### src/stg_regs.vh
// Register indices, field values, reset values and timing constants of the stall and gain block.
`ifndef STG_REGS_VH
`define STG_REGS_VH
// ======================================================================
// Register indices
`define STG_ADDR_RESP 4'h0
`define STG_ADDR_MODE 4'h1
`define STG_ADDR_PG1 4'h2
`define STG_ADDR_IT1 4'h3
`define STG_ADDR_PG2 4'h4
`define STG_ADDR_IT2 4'h5
`define STG_ADDR_INERTIA 4'h6
`define STG_ADDR_STALLTQ 4'h7
`define STG_ADDR_LOWSPD 4'h8
`define STG_ADDR_WPOL 4'h9
`define STG_ADDR_CTRL 4'ha
`define STG_ADDR_STATUS 4'hb
`define STG_ADDR_ACTPG 4'hc
`define STG_ADDR_ACTIT 4'hd
// ======================================================================
// Reset values and limits
`define STG_RESP_RST 16'h0002
`define STG_RESP_MIN 16'h0001
`define STG_RESP_MAX 16'h000f
`define STG_MODE_OFF 16'h0000
`define STG_MODE_AUTO 16'h0001
`define STG_MODE_MANUAL 16'h0002
`define STG_PG_RST 16'h003c
`define STG_PG_MAX 16'h03e8
`define STG_IT_RST 16'h014d
`define STG_IT_MAX 16'h4e20
`define STG_SECOND_OFF 16'h270f
`define STG_INERTIA_RST 16'h0007
`define STG_INERTIA_MAX 16'h00c8
`define STG_WPOL_RUNWRITE 16'h0002
`define STG_FLOOR_FREQ 16'h0032
// ======================================================================
// Control modes (drive method and loop) in the control register
`define STG_DRV_VF 2'h0
`define STG_DRV_AFV 2'h1
`define STG_DRV_RSV 2'h2
`define STG_DRV_VEC 2'h3
`define STG_LOOP_SPEED 2'h0
`define STG_LOOP_TORQUE 2'h1
`define STG_LOOP_POS 2'h2
// ======================================================================
// Timing
`define STG_QUAL_MS 3000
`define STG_CLK_HZ 25000000
`endif

### src/stg_stall_gain.v
// Stall trip supervisor and easy gain tuning register block.
`timescale 1ns/1ps
`default_nettype none
// What this block does
// Trip when speed below threshold and torque above stall level for 3 s.
// Under V/F or flux vector, trip when stall holds frequency at 0.5 Hz 3 s.
// Never trip while in torque control.
// Response level accepts 1 to 15, default 2.
// Tuning select decodes 0 off, 1 auto estimation, 2 manual inertia.
// First proportional gain accepts 0 to 1000 percent, resets to 60.
// First integral time accepts 0 to 20 s, resets to 0.333 s.
// Second gains replace first while select input high; 9999 disables them.
// Load inertia ratio accepts 0 to 200, resets to 7.
// Auto estimation runs only in speed or position under vector control.
// Auto estimation starts from stored ratio and writes estimate back; no port passes the stored ratio to the estimator.
// Gains are set from estimated inertia and response level.
// Manual tuning applies only in sensorless speed or vector speed/position.
// Selecting 2 computes and stores first gains; used from the next run.
// Response level changes while running only when write policy is 2.
// Returning selection to 0 keeps tuned gains unchanged.
// A forward or reverse run lets estimation or gain calculation proceed.
// The stall timer clears whenever the qualifying condition lapses.
// The constants must be known before the parameter list uses them.
`include "stg_regs.vh"
module stg_stall_gain #(
   parameter QUAL_CYCLES = (`STG_CLK_HZ / 1000) * `STG_QUAL_MS
) (
   input wire sys_clk,
   input wire rstn,
   input wire [3:0] regAddr,
   input wire [15:0] regWdata,
   input wire regWr,
   input wire regRd,
   output reg [15:0] regRdata,
   input wire forward_run_input,
   input wire reverse_run_input,
   input wire forward_run_key,
   input wire reverse_run_key,
   input wire second_gain_select,
   input wire [15:0] motorSpeed,
   input wire [15:0] outputTorque,
   input wire [15:0] outputFreq,
   input wire stallPrevActive,
   input wire accelActive,
   input wire [15:0] estInertia,
   input wire estValid,
   output reg stall_trip_fault,
   output reg [15:0] activePropGain,
   output reg [15:0] activeIntegralTime,
   output reg estimating
);
   // ======================================================================
   // Registers
   reg [15:0] tuning_response_level;
   reg [15:0] tuning_mode_select;
   reg [15:0] speed_prop_gain_first;
   reg [15:0] speed_integral_time_first;
   reg [15:0] speed_prop_gain_second;
   reg [15:0] speed_integral_time_second;
   reg [15:0] load_inertia_ratio;
   reg [15:0] stall_torque_level;
   reg [15:0] low_speed_threshold;
   reg [15:0] param_write_policy;
   reg [1:0] driveMethod;
   reg [1:0] loopMode;
   reg [31:0] qualCount;
   reg calcPending;
   reg [15:0] pendPg;
   reg [15:0] pendIt;
   // ======================================================================
   // Pin synchronisers: two flops before any logic reads the run inputs.
   reg [3:0] runMeta;
   reg [3:0] runSync;
   reg selMeta;
   reg selSync;
   always @(posedge sys_clk) begin
      if (!rstn) begin
         runMeta <= 4'h0;
         runSync <= 4'h0;
         selMeta <= 1'b0;
         selSync <= 1'b0;
      end else begin
         runMeta <= {forward_run_input, reverse_run_input, forward_run_key, reverse_run_key};
         runSync <= runMeta;
         selMeta <= second_gain_select;
         selSync <= selMeta;
      end
   end
   // ======================================================================
   // Mode decode.
   wire running = |runSync;
   wire torqueMode = (loopMode == `STG_LOOP_TORQUE);
   wire speedOrPos = (loopMode == `STG_LOOP_SPEED) || (loopMode == `STG_LOOP_POS);
   wire vecCtl = (driveMethod == `STG_DRV_VEC);
   wire autoOk = vecCtl && speedOrPos;
   wire manualOk = autoOk || ((driveMethod == `STG_DRV_RSV) &&
                   (loopMode == `STG_LOOP_SPEED));
   wire modeAuto = (tuning_mode_select == `STG_MODE_AUTO);
   wire modeManual = (tuning_mode_select == `STG_MODE_MANUAL);
   wire freqFloor = (driveMethod == `STG_DRV_VF) || (driveMethod == `STG_DRV_AFV);
   // Gain math: proportional gain scales with inertia and response level.
   // Kept coarse on purpose; a divider here would cost far more than it buys.
   function [15:0] calcPg;
      input [15:0] inertia;
      input [15:0] resp;
      reg [31:0] p;
      begin
         p = (({16'h0000, inertia} + 32'h00000001) * {16'h0000, resp}) * 32'h0000000a;
         calcPg = (p > {16'h0000, `STG_PG_MAX}) ? `STG_PG_MAX : p[15:0];
      end
   endfunction
   // Integral time falls as the response level rises.
   function [15:0] calcIt;
      input [15:0] inertia;
      input [15:0] resp;
      reg [31:0] t;
      begin
         t = ({16'h0000, `STG_IT_RST} * 32'h00000002) / ({16'h0000, resp} + 32'h00000001);
         t = t + {16'h0000, inertia};
         calcIt = (t > {16'h0000, `STG_IT_MAX}) ? `STG_IT_MAX : t[15:0];
      end
   endfunction
   function inRange;
      input [15:0] v;
      input [15:0] lo;
      input [15:0] hi;
      begin
         inRange = (v >= lo) && (v <= hi);
      end
   endfunction
   wire wrHit = regWr;
   // ======================================================================
   // Register writes and tuning updates.
   always @(posedge sys_clk) begin
      if (!rstn) begin
         tuning_response_level <= `STG_RESP_RST;
         tuning_mode_select <= `STG_MODE_OFF;
         speed_prop_gain_first <= `STG_PG_RST;
         speed_integral_time_first <= `STG_IT_RST;
         speed_prop_gain_second <= `STG_SECOND_OFF;
         speed_integral_time_second <= `STG_SECOND_OFF;
         load_inertia_ratio <= `STG_INERTIA_RST;
         stall_torque_level <= 16'h0000;
         low_speed_threshold <= 16'h0000;
         param_write_policy <= 16'h0000;
         driveMethod <= `STG_DRV_VEC;
         loopMode <= `STG_LOOP_SPEED;
         calcPending <= 1'b0;
         pendPg <= 16'h0000;
         pendIt <= 16'h0000;
      end else begin
         // Manual gains computed at select time go live only once stopped.
         if (calcPending && !running) begin
            speed_prop_gain_first <= pendPg;
            speed_integral_time_first <= pendIt;
            calcPending <= 1'b0;
         end
         // Auto estimation writes estimate and gains back during the run.
         if (modeAuto && autoOk && running && accelActive && estValid) begin
            load_inertia_ratio <= (estInertia > `STG_INERTIA_MAX) ?
                                  `STG_INERTIA_MAX : estInertia;
            speed_prop_gain_first <= calcPg(estInertia, tuning_response_level);
            speed_integral_time_first <= calcIt(estInertia, tuning_response_level);
         end
         if (wrHit) begin
            case (regAddr)
               `STG_ADDR_RESP: begin
                  if (inRange(regWdata, `STG_RESP_MIN, `STG_RESP_MAX) &&
                      (!running || param_write_policy == `STG_WPOL_RUNWRITE)) begin
                     tuning_response_level <= regWdata;
                  end
               end
               `STG_ADDR_MODE: begin
                  // Going to off leaves tuned gains alone.
                  if (regWdata <= `STG_MODE_MANUAL) begin
                     tuning_mode_select <= regWdata;
                     if (regWdata == `STG_MODE_MANUAL && manualOk) begin
                        pendPg <= calcPg(load_inertia_ratio, tuning_response_level);
                        pendIt <= calcIt(load_inertia_ratio, tuning_response_level);
                        calcPending <= 1'b1;
                     end
                  end
               end
               `STG_ADDR_PG1: begin
                  if (regWdata <= `STG_PG_MAX && tuning_mode_select == `STG_MODE_OFF) begin
                     speed_prop_gain_first <= regWdata;
                  end
               end
               `STG_ADDR_IT1: begin
                  if (regWdata <= `STG_IT_MAX && tuning_mode_select == `STG_MODE_OFF) begin
                     speed_integral_time_first <= regWdata;
                  end
               end
               `STG_ADDR_PG2: begin
                  if (regWdata <= `STG_PG_MAX || regWdata == `STG_SECOND_OFF) begin
                     speed_prop_gain_second <= regWdata;
                  end
               end
               `STG_ADDR_IT2: begin
                  if (regWdata <= `STG_IT_MAX || regWdata == `STG_SECOND_OFF) begin
                     speed_integral_time_second <= regWdata;
                  end
               end
               `STG_ADDR_INERTIA: begin
                  if (regWdata <= `STG_INERTIA_MAX && !(modeAuto && running)) begin
                     load_inertia_ratio <= regWdata;
                  end
               end
               `STG_ADDR_STALLTQ: stall_torque_level <= regWdata;
               `STG_ADDR_LOWSPD: low_speed_threshold <= regWdata;
               `STG_ADDR_WPOL: param_write_policy <= regWdata;
               `STG_ADDR_CTRL: begin
                  driveMethod <= regWdata[1:0];
                  loopMode <= regWdata[3:2];
               end
               default: begin
               end
            endcase
         end
      end
   end
   // ======================================================================
   // Stall qualification timer; any lapse restarts the interval.
   wire torqueStall = (motorSpeed < low_speed_threshold) &&
                      (outputTorque > stall_torque_level);
   wire freqStall = freqFloor && stallPrevActive &&
                    (outputFreq <= `STG_FLOOR_FREQ);
   wire stallCond = !torqueMode && (torqueStall || freqStall);
   always @(posedge sys_clk) begin
      if (!rstn) begin
         qualCount <= 32'h00000000;
         stall_trip_fault <= 1'b0;
      end else begin
         if (!stallCond) begin
            qualCount <= 32'h00000000;
         end else if (qualCount < QUAL_CYCLES) begin
            qualCount <= qualCount + 32'h00000001;
         end
         // The trip latches until reset, like a real drive fault.
         if (stallCond && qualCount >= QUAL_CYCLES - 1) begin
            stall_trip_fault <= 1'b1;
         end
      end
   end
   // ======================================================================
   // Active gains and estimator status.
   always @(posedge sys_clk) begin
      if (!rstn) begin
         activePropGain <= `STG_PG_RST;
         activeIntegralTime <= `STG_IT_RST;
         estimating <= 1'b0;
      end else begin
         activePropGain <= (selSync && speed_prop_gain_second != `STG_SECOND_OFF) ?
                           speed_prop_gain_second : speed_prop_gain_first;
         activeIntegralTime <= (selSync && speed_integral_time_second != `STG_SECOND_OFF) ?
                               speed_integral_time_second : speed_integral_time_first;
         estimating <= modeAuto && autoOk && running;
      end
   end
   // ======================================================================
   // Read data stands in the cycle after the strobe only.
   always @(posedge sys_clk) begin
      if (!rstn) begin
         regRdata <= 16'h0000;
      end else if (regRd) begin
         case (regAddr)
            `STG_ADDR_RESP: regRdata <= tuning_response_level;
            `STG_ADDR_MODE: regRdata <= tuning_mode_select;
            `STG_ADDR_PG1: regRdata <= speed_prop_gain_first;
            `STG_ADDR_IT1: regRdata <= speed_integral_time_first;
            `STG_ADDR_PG2: regRdata <= speed_prop_gain_second;
            `STG_ADDR_IT2: regRdata <= speed_integral_time_second;
            `STG_ADDR_INERTIA: regRdata <= load_inertia_ratio;
            `STG_ADDR_STALLTQ: regRdata <= stall_torque_level;
            `STG_ADDR_LOWSPD: regRdata <= low_speed_threshold;
            `STG_ADDR_WPOL: regRdata <= param_write_policy;
            `STG_ADDR_CTRL: regRdata <= {12'h000, loopMode, driveMethod};
            `STG_ADDR_STATUS: regRdata <= {12'h000, calcPending, running, estimating,
                                           stall_trip_fault};
            `STG_ADDR_ACTPG: regRdata <= activePropGain;
            `STG_ADDR_ACTIT: regRdata <= activeIntegralTime;
            default: regRdata <= 16'h0000;
         endcase
      end else begin
         regRdata <= 16'h0000;
      end
   end
endmodule
`default_nettype wire

### config.mk
export PLATFORM = sky130hd
export DESIGN_NAME = stg_stall_gain
export DESIGN_NICKNAME = d
export VERILOG_FILES = /design/src/stg_stall_gain.v
export VERILOG_INCLUDE_DIRS = /design/src
export SDC_FILE = /design/constraint.sdc
export NUM_CORES = 2
export LEC_CHECK = 0
export BUFFER_PORTS_ARGS = -buffer_cell sky130_fd_sc_hd__buf_2
export CAP_MARGIN = 20
export CORE_ASPECT_RATIO = 1.1
export CORE_MARGIN = 3
export CORE_UTILIZATION = 60
export DETAILED_ROUTE_END_ITERATION = 6
export GPL_TIMING_DRIVEN = 0
export PLACE_DENSITY = 0.79
export SYNTH_ARGS = -nofsm -noshare
export SYNTH_HDL_FRONTEND = slang
export SYNTH_SLANG_ARGS = --single-unit
### constraint.sdc
create_clock -name sys_clk -period 250.1 [get_ports sys_clk]
set_input_delay 12.505 -clock sys_clk [delete_from_list [all_inputs] [get_ports sys_clk]]
set_output_delay 12.505 -clock sys_clk [all_outputs]
set_load 0.01 [all_outputs]
# ---- Word-level counts from Yosys, hierarchy flattened
# Index checks and enable logic that the tools add are counted.
dict set report classes {
  addsub 6
  mul 4
  n_div 1
  order_cmp 16
  eq_ne 24
  shifts 0
  n_mux 27
  n_bitwise 0
  n_reduce_logical 47
}
# operator n
set op_table {}
lappend op_table {{two-way mux 16 bit} 21}
lappend op_table {{case mux 16 bit (14 select lines)} 1}
lappend op_table {{adder 32 x 16 -> 32 bit} 2}
lappend op_table {{> comparator 32 x 10 -> 1 bit (second input constant)} 2}
lappend op_table {{> comparator 32 x 15 -> 1 bit (second input constant)} 2}
lappend op_table {{multiplier 17 x 16 -> 32 bit} 2}
lappend op_table {{multiplier 32 x 3 -> 31 bit (second input constant)} 2}
lappend op_table {{adder 16 x 1 -> 17 bit (second input constant)} 3}
lappend op_table {{adder 32 x 1 -> 32 bit (second input constant)} 1}
lappend op_table {{divider 10 x 32 -> 32 bit (first input constant)} 1}
lappend op_table {{== test 16 x 2 -> 1 bit (second input constant)} 2}
lappend op_table {{greater-or-equal comparator 32 x 27 -> 1 bit (second input constant)} 1}
lappend op_table {{< comparator 32 x 27 -> 1 bit (second input constant)} 1}
lappend op_table {{!= test 16 x 14 -> 1 bit (second input constant)} 2}
lappend op_table {{== test 4 bit (second input constant)} 6}
lappend op_table {{logical AND 1 bit} 21}
lappend op_table {{== test 16 x 1 -> 1 bit (second input constant)} 1}
lappend op_table {{== test 16 x 14 -> 1 bit (second input constant)} 1}
lappend op_table {{== test 4 x 3 -> 1 bit (second input constant)} 4}
lappend op_table {{greater-or-equal comparator 16 x 1 -> 1 bit (second input constant)} 1}
lappend op_table {{> comparator 16 bit} 1}
lappend op_table {{> comparator 16 x 8 -> 1 bit (second input constant)} 1}
lappend op_table {{<= comparator 16 x 10 -> 1 bit (second input constant)} 1}
lappend op_table {{<= comparator 16 x 15 -> 1 bit (second input constant)} 1}
lappend op_table {{19 further kinds} 44}
dict set report word_totals {
  ff_bits 289
  latchBits 0
  ram_bits 0
  romBits 0
  out_inout_bits 50
  n_memories 0
}

# ---- Depth between registers and ports, before layout
dict set report logic_depth {
  depth_word 11
  depth_mapped 486
  mapped_depth_nobuf 447
}

# ---- Least setup slack after synthesis
# No wires, ideal clock.
dict set report synth_path {
  kind {flip-flop to flip-flop}
  from {register tuning_response_level[0]}
  to {register pendIt[0]}
  arrival_time_ps 83703
  path_slack_ps 166321
  path_stages_with_launch 449
  synth_period_minus_slack_ps 83779
  path_cell_list {dfxtp_1 -> buf_2 -> buf_1 -> buf_1 -> clkbuf_1 -> buf_1 -> clkbuf_1 -> buf_1 -> buf_1 -> clkbuf_1 -> clkbuf_1 -> clkbuf_1 -> nor2_1 -> ha_1 -> nor2_1 -> nor2_1 -> nand3_1 -> nor2_1 -> [... 413 more ...] -> a21oi_1 -> o21bai_1 -> a21oi_1 -> o21bai_1 -> a21oi_1 -> o21bai_1 -> a21oi_1 -> o21bai_1 -> a21oi_1 -> or3_1 -> or4_1 -> a21oi_1 -> a2111oi_0 -> o2111ai_1 -> nor3_1 -> clkbuf_1 -> nand2_1 -> a21boi_0}
}
dict set report synth_via {
  elab_chain_cells 5
}
# item line
set synth_lines {}
lappend synth_lines {{start: declaration} stg_stall_gain.v:54} ;# reg [15:0] tuning_response_level;
lappend synth_lines {{start signal: assignment} stg_stall_gain.v:136} ;# tuning_response_level <= `STG_RESP_RST;
lappend synth_lines {{start signal: assignment} stg_stall_gain.v:170} ;# tuning_response_level <= regWdata;
lappend synth_lines {{adder 16 x 1 -> 17 bit (*)} stg_stall_gain.v:118} ;# t = ({16'h0000, `STG_IT_RST} * 32'h00000002) / ({16'h0000, resp} + 32'h00000001);
lappend synth_lines {{divider 10 x 32 -> 32 bit (*)} stg_stall_gain.v:118}
lappend synth_lines {{adder 32 x 16 -> 32 bit (*)} stg_stall_gain.v:119} ;# t = t + {16'h0000, inertia};
lappend synth_lines {{> comparator 32 x 15 -> 1 bit} stg_stall_gain.v:120} ;# calcIt = (t > {16'h0000, `STG_IT_MAX}) ? `STG_IT_MAX : t[15:0];
lappend synth_lines {{two-way mux 16 bit (*)} stg_stall_gain.v:120}
lappend synth_lines {{end signal: assignment} stg_stall_gain.v:179} ;# pendIt <= calcIt(load_inertia_ratio, tuning_response_level);
lappend synth_lines {{end: declaration} stg_stall_gain.v:69} ;# reg [15:0] pendIt;
# Every way passes the cells marked *; elsewhere a longest branch is shown, timed or not.
# A chain may end at the register's enable or synchronous reset.

# ---- Final worst setup path
dict set report layout_path {
  from {register tuning_response_level[0]}
  to {register pendIt[7]}
}
# The elaborated chain is that of the path after synthesis.

==> impl_metrics.ini <==
[routing]
ant_nets = 0
via_per_inst = 6.47
drt_iter0_markers = 6181
wl_per_cell_um = 23.0
wirelength_um = 224000
drc_errors = 0
vias = 63050
drtPass1Iterations = 7

[finish]
final_cells = 9743
layout.nets = 9609
seqCellArea_um2 = 5770
largest_reg_flops = 32
multi_input_area_um2 = 52100
regMostFlops = qualCount
drive_above_1_share = 0.0576
final_core_utilization = 0.651
area_growth_syn_to_layout_pct = 6.71
fillCellCount = 9096

[floorplan]
core_area_um2 = 102000
rows = 122
dieArea_um2 = 107000
io_pins = 146
die-height_um = 343
initial_utilization = 0.610
dieWidth_um = 312

[timing]
slew_viol_final = 0
setup_viol = 0
hold_violations = 0
tightest_slew_ns = 1.34
finalSetupTns_ns = 0
fin_ws_ns = 137.30
fin_crit_sh = 0.451
period_needed_ns = 112.80
rsz0062_at_grt = false
max_freq_mhz = 8.87
relSlewSlack = 0.105
finClkSkew_ns = 0.0211

[global_route]
grt_busiest_layer = met2
grt_antenna_before_repair = 7
grt_max_degree = 32
grt_util_met3 = 0.0656
first_global_vias = 60693
grt_pass1_wl_um = 343000
grt-ovfl-total = 0
use_met1 = 0.523
grt_usage = 0.404
use_met2 = 0.647

[placement]
portBuffers = 137
dp_slack_ns = 139.54
gp_congestion = 1.07
dp.final_hpwl_um = 182000
placedCellCount = 9677

[worst_setup_path]
worstPathArrival_ns = 113.30
cp-start-kind = register
timing.rr.start = tuning_response_level[0]
worst-path-buf-inv = 67
cp-endpoint = pendIt[7]
crit_path_top_delay_cell = buf_1
path_max_fanout = 11
path_delay_family = compound AO/OA/AOI/OAI gates
worstReg2RegEnd = pendIt[7]
worstSetupStartpoint = tuning_response_level[0]
worstPathRequired_ns = 250.60
critPathKind = reg -> reg
max_stage_delay_ns = 0.94
ff2ff_path_depth = 450
r2r_setup_slack_ns = 137.30
cp-end-kind = register
cpMostUsedCell = a21oi_1
critical_path_depth = 450

[logic_synthesis]
synth_most_common_cell = nand2_1
synthArstFlopShare = 0
synthDistinctLibCells = 126
synth_nets = 9402
yosysTopAreaCellShare = 0.150
synth_seq_cells = 288
dominantRegCellSynth = dfxtp_1
yosys_warnings = 0
syn_area_per_cell_um2 = 7.60
ys_seq_area_frac = 0.0932
yosys.area.top_type = ha_1
synth_area_um2 = 61900
synth_edf_count = 0
ys_top_cells_by_count = 988 x nand2_1, 750 x inv_1, 744 x ha_1
synthesis.instances = 8144
synthTopCellsByArea = ha_1 15%, fa_1 14%, dfxtp_1 9.3%

[outcome]
run_status = completed

[clock_tree]
clk_pin_slew_ns = 0.06
numCtsBuffers = 29
cts_resized = 0
h-tree-depth = 1
hold_buffers = 0
clock-sinks = 288
cts_setup_buffers = 0
cts-root-buf = clkbuf_16
clockBufferDepth = 3
cts_tree = done
insertion_delay_ns = 0.58

[flow_run]
drv_cap = 0

[hold_path]
hold_class = reg -> reg
-- final cells by class --
class	instances	area share
timing repair buffer	176	0.0192
sequential	288	0.0873
multi-input combinational	6768	0.789
tap	1364	0.0258
clock inverter	18	0.00324
buffer	328	0.0202
clock buffer	35	0.0119
inverter	760	0.0432
antenna	6	0.000227
-- stage by stage --
step | instance area (um^2) | hold WS [ns]
floorplan | 61900 | 0.409
global placement | 64300 | 0.414
detailed placement | 65000 | 0.418
CTS | 66000 | 0.428
global route | 66000 | 0.450
finish | 66000 | 0.428
-- worst min-delay path by stage --
stage                             start            end  slack (ns)  cells after the start
after detailed placement  qualCount[31]  qualCount[31]        0.42                      2
final                     qualCount[31]  qualCount[31]        0.43                      2
after global placement    qualCount[31]  qualCount[31]        0.41                      2
after CTS                 qualCount[31]  qualCount[31]        0.43                      2
after floorplan           qualCount[31]  qualCount[31]        0.41                      2
after global routing         runMeta[0]     runSync[0]        0.45                      1
-- cell families after synthesis --
family                     after synthesis  share of synthesized area
AOI/OAI and AO/OA                     2174                      0.231
adders and majority gates             1162                      0.286
and+or+nand+nor                       2686                      0.210
buffers and inverters                 1088                     0.0676
DFF                                    288                     0.0932
muxes                                  215                     0.0369
xor gates and xnor gates               531                     0.0753
-- routing by layer --
metal  wire length (um)  up-vias
met1              89400    29987
met5                 13        -
met4              14600        2
li1                   -    29013
met3              22000      774
met2              97600     3274
-- placed cells by master (no fill, tap or decap), types with 124 or more instances in the layout --
| cell type | Yosys | layout |
|---|---|---|
| nor2_1 | 542 | 541 |
| buf_2 | 15 | 158 |
| dfxtp_1 | 288 | 288 |
| o21ai_0 | 375 | 375 |
| nand3_1 | 137 | 137 |
| xor2_1 | 171 | 166 |
| inv_1 | 750 | 748 |
| fa_1 | 418 | 418 |
| a21o_1 | 160 | 160 |
| ha_1 | 744 | 743 |
| mux2i_1 | 125 | 125 |
| nor2b_1 | 124 | 124 |
| o21bai_1 | 153 | 153 |
| xnor2_1 | 359 | 354 |
| a21oi_1 | 657 | 657 |
| clkbuf_1 | 265 | 267 |
| and2_1 | 258 | 258 |
| nand2_1 | 988 | 988 |
-- worst reg2reg max path, delay by kind of cell, from the launching register on --
kind            cells  cell delay [ns]
fa+ha+maj          33            11.53
buf+inv            67            26.05
simple gates      116            20.89
mux                 8             3.12
flops               1             0.67
compound gates    226            50.56
Power is not shown: default switching activity piles up to over one toggle a cycle in this logic, so the estimate is an artifact.
